===== config.mk =====
export PLATFORM = sky130hd
export DESIGN_NAME = pcr_pad_cfg_regs
export DESIGN_NICKNAME = d
export VERILOG_FILES = /design/src/logic/pcr_pkg.sv /design/src/logic/pcr_pad_cfg_regs.sv
export SDC_FILE = /design/constraint.sdc
export NUM_CORES = 1
export LEC_CHECK = 0
export ABC_AREA = 1
export BUFFER_PORTS_ARGS = -buffer_cell sky130_fd_sc_hd__buf_2
export CAP_MARGIN = 15
export CORE_AREA = 2 2 129 131
export DETAILED_ROUTE_END_ITERATION = 10
export DIE_AREA = 0 0 131 133
export GPL_ROUTABILITY_DRIVEN = 0
export PLACE_DENSITY = 0.59
export SLEW_MARGIN = 20
export SYNTH_ARGS = -nofsm -noshare
export SYNTH_HDL_FRONTEND = slang
export SYNTH_SLANG_ARGS = --single-unit
export TNS_END_PERCENT = 1

===== constraint.sdc =====
create_clock -name clk -period 4.6 [get_ports clk]
set_input_delay 0.69 -clock clk [delete_from_list [all_inputs] [get_ports clk]]
set_output_delay 0.69 -clock clk [all_outputs]
set_load 0.05 [all_outputs]

===== src/logic/pcr_pkg.sv =====
// Constants for the control-port pad configuration register bank.
// Notes on behaviour
// - Slave select/address-0 pad register sits at 0xF79B, resets to 0x0018.
// - Slave data-in/address-1 pad register sits at 0xF79C, resets to 0x0018.
// - Master clock/MP2 pad register sits at 0xF79D, resets to 0x0008.
// - Master data/MP3 pad register sits at 0xF79E, resets to 0x0008.
// - Master select/MP0 pad register sits at 0xF79F, resets to 0x0018.
// - Master data-out/MP1 pad register sits at 0xF7A0, resets to 0x0018.
// - Bit 4 enables the pad pull-up and reads back as written.
// - Bits 3:2 pick slew rate, slowest to fastest, resetting to fast.
// - Bits 1:0 pick drive strength, lowest to highest, resetting to lowest.
// - Bits 15:5 are reserved read/write storage, reset zero, with no pad effect.
// - Soft reset restores defaults and blocks register writes while held; reads still work.
package pcr_pkg;
    localparam int          NUM_REGS   = 6;
    localparam int          ADDR_W     = 16;
    localparam int          DATA_W     = 16;
    localparam logic [15:0] ADDR_SS    = 16'hF79B;
    localparam logic [15:0] ADDR_DIN   = 16'hF79C;
    localparam logic [15:0] ADDR_MCLK  = 16'hF79D;
    localparam logic [15:0] ADDR_MDAT  = 16'hF79E;
    localparam logic [15:0] ADDR_MSEL  = 16'hF79F;
    localparam logic [15:0] ADDR_MDOUT = 16'hF7A0;
    localparam logic [15:0] RST_PULLUP = 16'h0018;
    localparam logic [15:0] RST_NOPULL = 16'h0008;
    localparam int          PULL_BIT   = 4;
    localparam int          SLEW_HI    = 3;
    localparam int          SLEW_LO    = 2;
    localparam int          DRIVE_HI   = 1;
    localparam int          DRIVE_LO   = 0;
    localparam logic [15:0] ADDR_TABLE [NUM_REGS] = '{ADDR_SS, ADDR_DIN, ADDR_MCLK,
                                                      ADDR_MDAT, ADDR_MSEL, ADDR_MDOUT};
    localparam logic [15:0] RST_TABLE  [NUM_REGS] = '{RST_PULLUP, RST_PULLUP, RST_NOPULL,
                                                      RST_NOPULL, RST_PULLUP, RST_PULLUP};
endpackage : pcr_pkg


===== src/logic/pcr_pad_cfg_regs.sv =====
// Register bank holding pull-up, slew and drive settings for six control-port pads.
`timescale 1ns/1ns
module pcr_pad_cfg_regs
(
    input  wire logic        clk,
    input  wire logic        sys_rst,
    input  wire logic        clkEn,
    input  wire logic        softRstN,
    input  wire logic        regWrEn,
    input  wire logic        regRdEn,
    input  wire logic [15:0] regAddr,
    input  wire logic [15:0] regWrData,
    output logic      [15:0] regRdData,
    output logic             regHit,
    output logic      [5:0]  padPullupEn,
    output logic      [11:0] padSlewSel,
    output logic      [11:0] padDriveSel
);
    // Index order: slave select, slave data-in, master clock, master data,
    // master select, master data-out.
    logic [15:0] cfgQ [pcr_pkg::NUM_REGS];
    logic [5:0]  hitVec;

    genvar gi;
    generate
        for (gi = 0; gi < pcr_pkg::NUM_REGS; gi++)
        begin : g_reg
            // One storage word per pad; soft reset is synchronous so the port keeps working.
            assign hitVec[gi] = (regAddr == pcr_pkg::ADDR_TABLE[gi]);
            always_ff @(posedge clk or posedge sys_rst)
            begin
                if (sys_rst)
                    cfgQ[gi] <= pcr_pkg::RST_TABLE[gi];
                else if (clkEn)
                begin
                    if (!softRstN)
                        cfgQ[gi] <= pcr_pkg::RST_TABLE[gi];
                    else if (regWrEn && hitVec[gi])
                        cfgQ[gi] <= regWrData;
                end
            end
            // Pad controls come straight from the stored word; reserved bits go nowhere.
            assign padPullupEn[gi]         = cfgQ[gi][pcr_pkg::PULL_BIT];
            assign padSlewSel[2*gi +: 2]   = cfgQ[gi][pcr_pkg::SLEW_HI:pcr_pkg::SLEW_LO];
            assign padDriveSel[2*gi +: 2]  = cfgQ[gi][pcr_pkg::DRIVE_HI:pcr_pkg::DRIVE_LO];

            // A landed write moves this pad's pull-up to the written bit.
            property p_pull_follows;
                @(posedge clk) disable iff (sys_rst)
                (clkEn && softRstN && regWrEn && hitVec[gi])
                |=> (padPullupEn[gi] == $past(regWrData[pcr_pkg::PULL_BIT]));
            endproperty
            a_pull_follows: assert property (p_pull_follows) else $error("Pull-up write lost.");

            // Slew field tracks the write into this register only.
            property p_slew_follows;
                @(posedge clk) disable iff (sys_rst)
                (clkEn && softRstN && regWrEn && hitVec[gi])
                |=> (padSlewSel[2*gi +: 2] == $past(regWrData[3:2]));
            endproperty
            a_slew_follows: assert property (p_slew_follows) else $error("Slew write lost.");

            // Drive field tracks the write into this register only.
            property p_drive_follows;
                @(posedge clk) disable iff (sys_rst)
                (clkEn && softRstN && regWrEn && hitVec[gi])
                |=> (padDriveSel[2*gi +: 2] == $past(regWrData[1:0]));
            endproperty
            a_drive_follows: assert property (p_drive_follows) else $error("Drive write lost.");

            // A write to another address must not disturb this word.
            property p_word_holds;
                @(posedge clk) disable iff (sys_rst)
                (clkEn && softRstN && !(regWrEn && hitVec[gi])) |=> $stable(cfgQ[gi]);
            endproperty
            a_word_holds: assert property (p_word_holds) else $error("Stored word moved.");

            // Soft reset reloads this word's default on the next edge.
            property p_word_soft;
                @(posedge clk) disable iff (sys_rst)
                (clkEn && !softRstN) |=> (cfgQ[gi] == pcr_pkg::RST_TABLE[gi]);
            endproperty
            a_word_soft: assert property (p_word_soft) else $error("Soft default wrong.");

            // Leaving hardware reset, the word still holds its documented default.
            property p_word_default;
                @(posedge clk)
                $fell(sys_rst) |-> (cfgQ[gi] == pcr_pkg::RST_TABLE[gi]);
            endproperty
            a_word_default: assert property (p_word_default) else $error("Reset default wrong.");
        end
    endgenerate

    // Hit flag lets the enclosing port tell this bank's addresses from others.
    assign regHit = |hitVec;

    // Read data is registered; unmapped addresses return zero.
    always_ff @(posedge clk or posedge sys_rst)
    begin
        if (sys_rst)
            regRdData <= 16'h0000;
        else if (clkEn && regRdEn)
        begin
            regRdData <= 16'h0000;
            for (int i = 0; i < pcr_pkg::NUM_REGS; i++)
                if (hitVec[i])
                    regRdData <= cfgQ[i];
        end
    end

    // A write lands on the next edge and is visible on the pads right then.
    property p_write_lands;
        @(posedge clk) disable iff (sys_rst)
        (clkEn && softRstN && regWrEn && regAddr == pcr_pkg::ADDR_SS)
        |=> (padPullupEn[0] == $past(regWrData[4])
             && padSlewSel[1:0] == $past(regWrData[3:2])
             && padDriveSel[1:0] == $past(regWrData[1:0]));
    endproperty
    a_write_lands: assert property (p_write_lands) else $error("Pad write not applied.");

    property p_soft_reset;
        @(posedge clk) disable iff (sys_rst)
        (clkEn && !softRstN) |=> (padPullupEn == 6'h33 && padSlewSel == 12'hAAA
                                  && padDriveSel == 12'h000);
    endproperty
    a_soft_reset: assert property (p_soft_reset) else $error("Soft reset defaults wrong.");

    property p_readback;
        @(posedge clk) disable iff (sys_rst)
        (clkEn && regRdEn && !regWrEn && regAddr == pcr_pkg::ADDR_MCLK)
        |=> (regRdData[4] == padPullupEn[2] && regRdData[3:2] == padSlewSel[5:4]);
    endproperty
    a_readback: assert property (p_readback) else $error("Readback mismatch.");

    property p_frozen;
        @(posedge clk) disable iff (sys_rst)
        !clkEn |=> ($stable(padPullupEn) && $stable(padSlewSel) && $stable(padDriveSel));
    endproperty
    a_frozen: assert property (p_frozen) else $error("State moved while disabled.");

    property p_reserved_store;
        @(posedge clk) disable iff (sys_rst)
        (clkEn && softRstN && regWrEn && regAddr == pcr_pkg::ADDR_MDOUT)
        ##1 (clkEn && regRdEn && !regWrEn && regAddr == pcr_pkg::ADDR_MDOUT && softRstN)
        |=> (regRdData[15:5] == $past(regWrData[15:5], 2));
    endproperty
    a_reserved_store: assert property (p_reserved_store) else $error("Reserved bits lost.");

    property p_miss;
        @(posedge clk) disable iff (sys_rst)
        (clkEn && regRdEn && !regHit) |=> (regRdData == 16'h0000);
    endproperty
    a_miss: assert property (p_miss) else $error("Unmapped read not zero.");
endmodule : pcr_pad_cfg_regs


==> results of run 1 <==
==> layer usage <==
layer	GRT usage	wire length, um	vias up
met1	0.230	6580	1999
met4	0.0449	212	0
li1	-	-	2175
met2	0.237	5880	63
met5	0	0	-
met3	0.0279	451	13
==> path summary, 6_finish.rpt <==
| kind | endpoint | depth (start not counted) |
|---|---|---|
| max in group asynchronous | cfgQ[92] | 3 |
| worst max register to register | regRdData[3] | 6 |
| worst max-delay path | regHit | 8 |
| worst min register to register | regRdData[7] | 2 |
| min in group clk | regRdData[7] | 2 |
| worst min-delay path | regRdData[0] | 2 |
==> cells in the final DEF (no fill, tap or decap), drive strengths merged <==
cell type	n
nand2	242
dfrtp	102
o21ai	102
buf	88
nor2	48
nand3	38
inv	31
nand4	19
clkbuf	13
dfstp	10
and2	3
nor3	2
clkinv	2
nor3b	1
a21oi	1
or3	1
clkinvlp	1
==> Yosys cell counts (all sizes together) <==
cell type  number
a21oi           1
and2            3
buf            61
clkbuf          4
dfrtp         102
dfstp          10
inv            31
nand2         242
nand3          38
nand4          19
nor2           48
nor3            2
nor3b           1
o21ai         102
or3             1
==> per-stage QoR <==
stage | power (W) | cells
2_1_floorplan | 0.00145 | 665
3_3_place_gp | 0.00149 | 908
3_5_place_dp | 0.00150 | 908
4_1_cts | 0.00224 | 924
5_1_grt | 0.00233 | 924
6_report | 0.00222 | 924
==> flip-flops by register name, indices dropped and copies added (netlist names) <==
signal,flops
cfgQ,66
regRdData,16
padDriveSel,12
padSlewSel,12
padPullupEn,6
==> cell families (layout without fill, tap and decap cells) <==
kind of cell	after synthesis	count (layout)	synth area share
AOI/OAI and AO/OA	103	103	0.109
buffers and inverters	96	135	0.111
DFF	112	112	0.508
and+or+nand+nor	354	354	0.272
==> power breakdown <==
group | total (W) | internal [W] | switching [W]
sequential | 0.00114 | 0.00108 | 0.0000549
clock | 0.000740 | 0.000396 | 0.000343
combinational | 0.000339 | 0.0000860 | 0.000253
==> area by class of cell <==
type / instances / share of cell area
Clock buffer: 13 / 0.0430
Clock inverter: 3 / 0.00289
Inverter: 31 / 0.0196
Multi-Input combinational cell: 457 / 0.350
Sequential cell: 112 / 0.465
Tap cell: 220 / 0.0455
Timing Repair Buffer: 88 / 0.0744
==> flow_metrics.py, run 1 <==
metrics = {
    "status": {
        "outcome": "finished, final reports clean",
    },
    "detailed_routing": {
        "drc_errors": 0,
        "first_iter_violations": 312,
        "num_vias": 4250,
        "drt_wl_total_mm": 13.1,
        "via_per_inst": 4.60,
        "wl_per_cell_um": 14.2,
        "firstDrtPassIters": 5,
        "antenna_left": 0,
    },
    "yosys": {
        "syn_nets": 703,
        "synth_top_area_frac": 0.461,
        "ys_seq_area_frac": 0.508,
        "synth_seq_cells": 112,
        "synth_area_leaders": "dfrtp_1 (46%), nand2_1 (16%), o21ai_1 (5.6%)",
        "synthCells": 665,
        "ys_warn_count": 0,
        "synth.avg_cell_area_um2": 8.33,
        "syn-cell-area_mm2": 0.00554,
        "synth_cell_type_count": 26,
        "yosys.area.top_type": "dfrtp_1",
    },
    "setup_path": {
        "path_cells": "buf_2 -> inv_1 -> nand4_1 -> nor2_4 -> nand2_2 -> o21ai_0 -> or3_1 -> buf_2",
        "critPathSlowestCell": "nor2_4",
        "crit_fanout": 41,
        "critPathRequiredTime_ps": 3910,
        "setup.worst_path.start": "regAddr[11]",
        "cp_common_cell": "buf_2",
        "reg2reg_slack_ps": 3500,
        "worst-path-buf-inv": 3,
        "end_kind": "output port",
        "critPathTopFamily": "simple AND/OR/NAND/NOR gates",
        "worst_setup_path_start_kind": "input pin",
        "r2r_start": "padSlewSel[3]",
        "worstSetupPathType": "input pin to output port",
        "max_stage_delay_ps": 690,
        "cp.arrival_ps": 2330,
    },
    "clocking": {
        "postCtsSetupBuffers": 0,
        "clock_path_buffers": 2,
        "clk_pin_slew_worst_paths_ps": 70,
        "tritoncts": "yes",
        "cts.sinks": 112,
        "root_buffer": "clkbuf_16",
        "cts_made_buffers": 9,
        "cts-resized-gates": 0,
        "insertion_delay_ps": 340,
        "htree_levels": 3,
        "holdBufCountCts": 0,
    },
    "layout": {
        "antenna_cells": 0,
        "layout-drive-gt1-share": 0.226,
        "filler_cell_count": 1707,
        "final_util": 0.374,
        "final_cell_area_mm2": 0.00605,
        "register_area_mm2": 0.00282,
        "area_delta_synth_final_pct": 9.31,
        "multi_input_area_mm2": 0.00212,
        "nets": 737,
    },
    "power": {
        "peakVddDrop_mv": 0.172,
        "leakage_nw": 2.98,
        "power.density_mw_per_mm2": 366,
    },
    "sta": {
        "finalSetupViolations": 0,
        "timing.final.crit_share": 0.656,
        "relSlewSlack": 0.412,
        "period_needed_ps": 3020,
        "rsz0062_at_grt": "false",
        "fmax_mhz": 332,
        "finalWorstSetupSlack_ps": 1580,
        "tightestPinTransition_ps": 880,
        "finalClockSkew_ps": 5.91,
        "worst_hold_slack_ps": 287,
        "finalHoldViolations": 0,
        "maxSlewViolCount": 0,
        "fin_setup_tns_ps": 0,
    },
    "floorplan": {
        "fp.dieW_um": 131,
        "coreArea_mm2": 0.0162,
        "start_util": 0.342,
        "die_h_um": 133,
        "boundaryPins": 85,
        "row_count": 47,
        "die_area_mm2": 0.0174,
    },
    "placed_design": {
        "dp_slack_ps": 1440,
        "dp_hpwl_mm": 9.14,
        "portBuffers": 84,
        "placedInstanceArea_mm2": 0.00578,
    },
    "global_routing": {
        "grt_use_total": 0.157,
        "grt-ovfl-total": 0,
        "grt_max_degree": 65,
        "grt_pass1_vias": 3989,
        "grt_pass1_wl_mm": 21.3,
        "grt_antenna_before_repair": 0,
    },
    "run": {
        "maxCapViolations": 0,
    },
    "worst_hold_path": {
        "hold_path_class": "input pin to async pin",
    },
}
Note: power is estimated with default switching activity, not from simulation.
==> run 2: changes to the inputs <==
Settings changed: PLACE_DENSITY 0.59 to 0.61.
Clock period 4.6 ns to 2.7 ns, I/O delays scaled along.
==> run 2 against run 1 <==
Compared with the run above:
- sequential power is 70% higher
- combinational power is 71% higher
- worst setup slack worse by 810 ps
- via count is 1.5% higher
- clock power is 88% higher
- die area stayed put
- largest power group unchanged
==> flow_metrics.py, run 2 (synthesis results as in run 1) <==
metrics = {
    "clocking": {
        "postCtsSetupBuffers": 0,
        "cts.sinks": 112,
        "clk_pin_slew_worst_paths_ps": 80,
        "htree_levels": 3,
        "tritoncts": "yes",
        "cts_made_buffers": 9,
        "cts-resized-gates": 0,
        "root_buffer": "clkbuf_16",
        "holdBufCountCts": 0,
        "clock_path_buffers": 2,
        "insertion_delay_ps": 360,
    },
    "floorplan": {
        "row_count": 47,
        "fp.dieW_um": 131,
        "boundaryPins": 85,
        "coreArea_mm2": 0.0162,
        "die_h_um": 133,
        "die_area_mm2": 0.0174,
        "start_util": 0.342,
    },
    "layout": {
        "regMostFlops": "cfgQ",
        "final_common_cell": "nand2_1",
        "final_cell_area_mm2": 0.00616,
        "area_delta_synth_final_pct": 11.2,
        "largest_register_ffs": 66,
        "filler_cell_count": 1688,
        "most-common-layout-cells": "nand2_1 (232), dfrtp_1 (102), buf_2 (84)",
        "reg_top3": "cfgQ: 66 flops, regRdData: 16 flops",
        "register_area_mm2": 0.00282,
        "nets": 744,
        "layout-drive-gt1-share": 0.236,
        "antenna_cells": 0,
        "multi_input_area_mm2": 0.00212,
    },
    "sta": {
        "maxSlewViolCount": 0,
        "tightestPinTransition_ps": 724,
        "finalWorstSetupSlack_ps": 773,
        "finalClockSkew_ps": 10.0,
        "relSlewSlack": 0.515,
        "rsz0062_at_grt": "false",
        "finalSetupViolations": 0,
        "period_needed_ps": 1930,
        "fmax_mhz": 519,
        "fin_setup_tns_ps": 0,
        "timing.final.crit_share": 0.714,
        "finalHoldViolations": 0,
    },
    "setup_path": {
        "critPathRequiredTime_ps": 2300,
        "crit_fanout": 10,
        "worst_setup_path_start_kind": "input pin",
        "cp.arrival_ps": 1520,
        "worstSetupPathType": "input pin to output port",
        "end_kind": "output port",
    },
    "detailed_routing": {
        "wl_per_cell_um": 14.0,
        "firstDrtPassIters": 5,
        "num_vias": 4313,
        "drt_wl_total_mm": 13.1,
        "via_per_inst": 4.63,
        "first_iter_violations": 354,
        "antenna_left": 0,
        "drc_errors": 0,
    },
    "placed_design": {
        "dp_slack_ps": 479,
        "dp_hpwl_mm": 9.07,
        "portBuffers": 84,
        "placedInstanceArea_mm2": 0.00584,
    },
    "power": {
        "leakage_nw": 3.03,
        "power.density_mw_per_mm2": 635,
        "peakVddDrop_mv": 0.302,
        "total_power_w": 0.00391,
    },
    "run": {
        "maxCapViolations": 0,
    },
    "worst_hold_path": {
        "hold_path_class": "input pin to async pin",
    },
    "global_routing": {
        "grt-ovfl-total": 0,
        "grt_pass1_wl_mm": 21.4,
        "grt_pass1_vias": 4056,
        "grt_antenna_before_repair": 0,
        "grt_use_total": 0.159,
        "grt_max_degree": 72,
    },
    "status": {
        "outcome": "finished, final reports clean",
    },
}
run 2: cell count changes in the layout (fill, tap and decap cells not counted):
| cell | change |
|---|---|
| buf_4 | +6 |
| clkbuf_1 | -2 |
| clkbuf_8 | -2 |
| clkinv_2 | -2 |
| clkinv_4 | +2 |
| inv_6 | +2 |
| buf_12 | +1 |
| bufinv_16 | +1 |
| clkinv_8 | +1 |
| clkinvlp_4 | +1 |
| inv_4 | -1 |
run 2: per-layer routing:
layer | share of wire | vias up | global-route usage | wire (um)
met2 | 0.47 | 75 | 0.244 | 6210
met4 | 0.014 | 0 | 0.0414 | 182
met5 | 0 | - | 0 | 0
li1 | - | 2195 | - | -
met1 | 0.47 | 2031 | 0.222 | 6090
met3 | 0.046 | 12 | 0.0421 | 606
run 2: worst max-delay path, cell delays in order:
cell     delay [ps]
buf_2            90
inv_1            40
nand4_1         110
nor2_4          240
nand2_2         100
o21ai_0         140
or3_1           130
buf_2           250
run 2: final timing paths:
kind | end | cells past startpoint | slack, ps | startpoint
worst max-delay path | regHit | 8 | 770 | regAddr[11]
worst max register to register | regRdData[2] | 6 | 1610 | padSlewSel[0]
max in group asynchronous | padSlewSel[9] | 3 | 2110 | sys_rst
worst min register to register | regRdData[13] | 2 | 470 | regRdData[13]
min in group clk | padPullupEn[2] | 3 | 400 | regWrData[4]
worst min-delay path | padDriveSel[10] | 3 | 140 | sys_rst
run 2: layout make-up:
cell class	instances	share of cell area
clock buffers	9	0.0366
clock inverters	7	0.0144
inverters	31	0.0195
multi-input cells	457	0.344
flip-flops and latches	112	0.457
well taps	220	0.0447
repair buffers	95	0.0837
run 2: through the flow:
stage / std cells / util / hold WS (ps)
finish: 931 / 0.381 / 142
global route: 931 / 0.381 / 175
CTS: 931 / 0.381 / 172
detailed placement: 915 / 0.361 / 462
global placement: 915 / 0.361 / 457
floorplan: 665 / - / 453
run 2: report_power, final:
group / internal (W) / switching, W / total, W
sequential: 0.00184 / 0.0000944 / 0.00194
combinational: 0.000150 / 0.000430 / 0.000580
clock: 0.000738 / 0.000652 / 0.00139
==> run 3: changes to the inputs <==
Settings changed: ABC_AREA 1 to 0, CORE_AREA 2 2 129 131 to 2 2 132 134, DIE_AREA 0 0 131 133 to 0 0 134 136, PLACE_DENSITY 0.61 to 0.59.
Clock period 2.7 ns to 1.9 ns, I/O delays scaled along.
==> run 3 against run 2 <==
Compared with the run above:
- final cell count is 12% lower
- sequential power is 44% higher
- via count is 0.70% higher
- non-clock buffer count is 50 higher
- area after synthesis is 5.0% higher
- clock skew is 3.8 ps lower
- worst setup slack worse by 650 ps
- die area is 4.6% higher
- routed wire length is 25% higher
- global-route usage is 3.1 points higher
- combinational power is 110% higher
- core utilization is 3.8 points higher
==> flow_metrics.py, run 3 <==
metrics = {
    "status": {
        "outcome": "finished, final reports clean",
    },
    "sta": {
        "period_needed_ps": 1780,
        "finalWorstSetupSlack_ps": 125,
        "fin_setup_tns_ps": 0,
        "finalClockSkew_ps": 6.20,
        "finalHoldViolations": 0,
        "fmax_mhz": 563,
        "maxSlewViolCount": 0,
        "timing.final.crit_share": 0.934,
        "finalSetupViolations": 0,
        "rsz0062_at_grt": "false",
        "tightestPinTransition_ps": 822,
        "relSlewSlack": 0.452,
    },
    "placed_design": {
        "place_inst": 802,
        "dp_hpwl_mm": 11.8,
        "portBuffers": 84,
        "dp_slack_ps": -301,
    },
    "layout": {
        "final_util": 0.419,
        "final_common_cell": "dfrtp_1",
        "regMostFlops": "cfgQ",
        "area_delta_synth_final_pct": 21.6,
        "reg_top3": "cfgQ: 66 flops, regRdData: 16 flops",
        "largest_register_ffs": 66,
        "layout-drive-gt1-share": 0.461,
        "most-common-layout-cells": "dfrtp_1 (102), buf_2 (83), mux2_2 (63)",
        "final_cells": 819,
        "antenna_cells": 0,
        "nets": 627,
    },
    "yosys": {
        "async_flop_share": 1.00,
        "yosys.area.top_type": "dfrtp_1",
        "synth_top_family_by_area": "multiplexers",
        "synthFlopType": "dfrtp_1",
        "synth-edff-count": 0,
        "synth_compound_area_frac": 0.143,
        "synthAdderAreaFrac": 0,
        "synth.avg_cell_area_um2": 11.8,
        "synthCells": 491,
        "synth_seq_cells": 112,
        "synthTopCellsByCount": "dfrtp_1 (102), mux2_2 (63), buf_4 (32)",
        "synth_mux_area_frac": 0.162,
        "yosysMostFrequentCell": "dfrtp_1",
        "synthSimpleGateAreaFrac": 0.138,
        "syn-cell-area_mm2": 0.00582,
        "syn_nets": 529,
        "synth_cell_type_count": 58,
        "synth_top_area_frac": 0.439,
        "synth_area_leaders": "dfrtp_1 (44%), mux2_2 (12%), dfstp_2 (4.5%)",
        "ys_seq_area_frac": 0.484,
        "synth_xor_area_frac": 0,
        "ys_warn_count": 0,
    },
    "clocking": {
        "root_buffer": "clkbuf_16",
        "cts_made_buffers": 9,
        "cts.sinks": 112,
        "clock_path_buffers": 2,
        "insertion_delay_ps": 360,
        "htree_levels": 3,
        "tritoncts": "yes",
        "clk_pin_slew_worst_paths_ps": 70,
        "postCtsSetupBuffers": 0,
    },
    "worst_hold_path": {
        "hold_path_class": "input pin to register",
        "min_from": "regWrData[8]",
    },
    "global_routing": {
        "grt_pass1_wl_mm": 26.2,
        "grt_antenna_before_repair": 0,
        "grt_pass1_vias": 4616,
        "grt-ovfl-total": 0,
        "grt_max_degree": 65,
        "grt_use_total": 0.189,
    },
    "setup_path": {
        "setup.worst_path.start": "regAddr[5]",
        "cp.arrival_ps": 1490,
        "r2r_start": "padSlewSel[5]",
        "worstSetupPathType": "input pin to output port",
        "crit_fanout": 11,
        "critPathRequiredTime_ps": 1620,
        "end_kind": "output port",
        "worst_setup_path_start_kind": "input pin",
    },
    "power": {
        "leakage_nw": 3.35,
        "peakVddDrop_mv": 0.463,
        "power.density_mw_per_mm2": 860,
    },
    "floorplan": {
        "row_count": 48,
        "start_util": 0.345,
        "boundaryPins": 85,
        "die_area_mm2": 0.0182,
        "coreArea_mm2": 0.0169,
        "die_h_um": 136,
        "fp.dieW_um": 134,
    },
    "detailed_routing": {
        "via_per_inst": 5.30,
        "firstDrtPassIters": 4,
        "antenna_left": 0,
        "drc_errors": 0,
        "drt_wl_total_mm": 16.4,
        "num_vias": 4343,
        "first_iter_violations": 337,
        "wl_per_cell_um": 20.0,
    },
    "run": {
        "maxCapViolations": 0,
    },
}
-- run 3: through the flow --
stage | area (um2) | hold WS [ps] | total power [W]
CTS | 7060 | 172 | 0.00614
detailed placement | 6720 | 319 | 0.00408
global route | 7070 | 174 | 0.00633
finish | 7070 | 182 | 0.00608
floorplan | 5820 | 422 | 0.00376
global placement | 6720 | 312 | 0.00404
-- run 3: kinds of logic after synthesis --
| kind of cell | count (synthesis) |
|---|---|
| AND/OR/NAND/NOR | 131 |
| flip-flops | 112 |
| AO/OA/AOI/OAI | 99 |
| multiplexers | 81 |
| buffers and inverters | 68 |
-- run 3: final timing paths --
check	to	cells after the start	slack, ps
worst max-delay path	regHit	8	120
worst min-delay path	cfgQ[8]	3	180
worst max register to register	regRdData[3]	5	570
worst min register to register	padSlewSel[11]	2	490
max in group asynchronous	padSlewSel[7]	4	720
min in group asynchronous	cfgQ[43]	3	470
-- run 3: repair_timing --
action / 4_1_cts / 5_1_grt
hold buffers: 1 / 0
endpoints found under the hold margin: 13 / 0
setup endpoints to repair: 0 / 1
resized for setup: 0 / 4
-- run 3: area by class of cell --
| type | instances | area (um2) |
|---|---|---|
| Fill cell | 1581 | 9800 |
| Sequential cell | 112 | 2820 |
| Timing Repair Buffer | 145 | 1020 |
| Tap cell | 225 | 282 |
| Clock inverter | 7 | 96.3 |
| Inverter | 10 | 41.3 |
| Multi-Input combinational cell | 311 | 2590 |
| Clock buffer | 9 | 225 |
-- run 3: power by group --
| part | leakage (nW) | internal (W) | total [W] | switching [W] |
|---|---|---|---|---|
| sequential | 1.43 | 0.00265 | 0.00280 | 0.000154 |
| clock | 0.159 | 0.00116 | 0.00205 | 0.000894 |
| combinational | 1.77 | 0.000457 | 0.00123 | 0.000774 |
| total | 3.35 | 0.00426 | 0.00608 | 0.00182 |
-- run 3: metal layers --
metal  part of all wire  vias up  GRT usage  wire (um)
li1                   -     1970          -          -
met1               0.43     2219      0.245       7060
met2               0.50      123      0.317       8160
met3              0.048       31     0.0313        788
met4              0.023        0     0.0745        374
met5                  0        -          0          0
-- run 3: critical path, cell delays in order --
cell and delay [ps]:
buf_2 100, and3b_1 220, buf_4 130, and2_0 180, buf_6 190, o21ai_0 90
nand2_1 90, buf_4 200
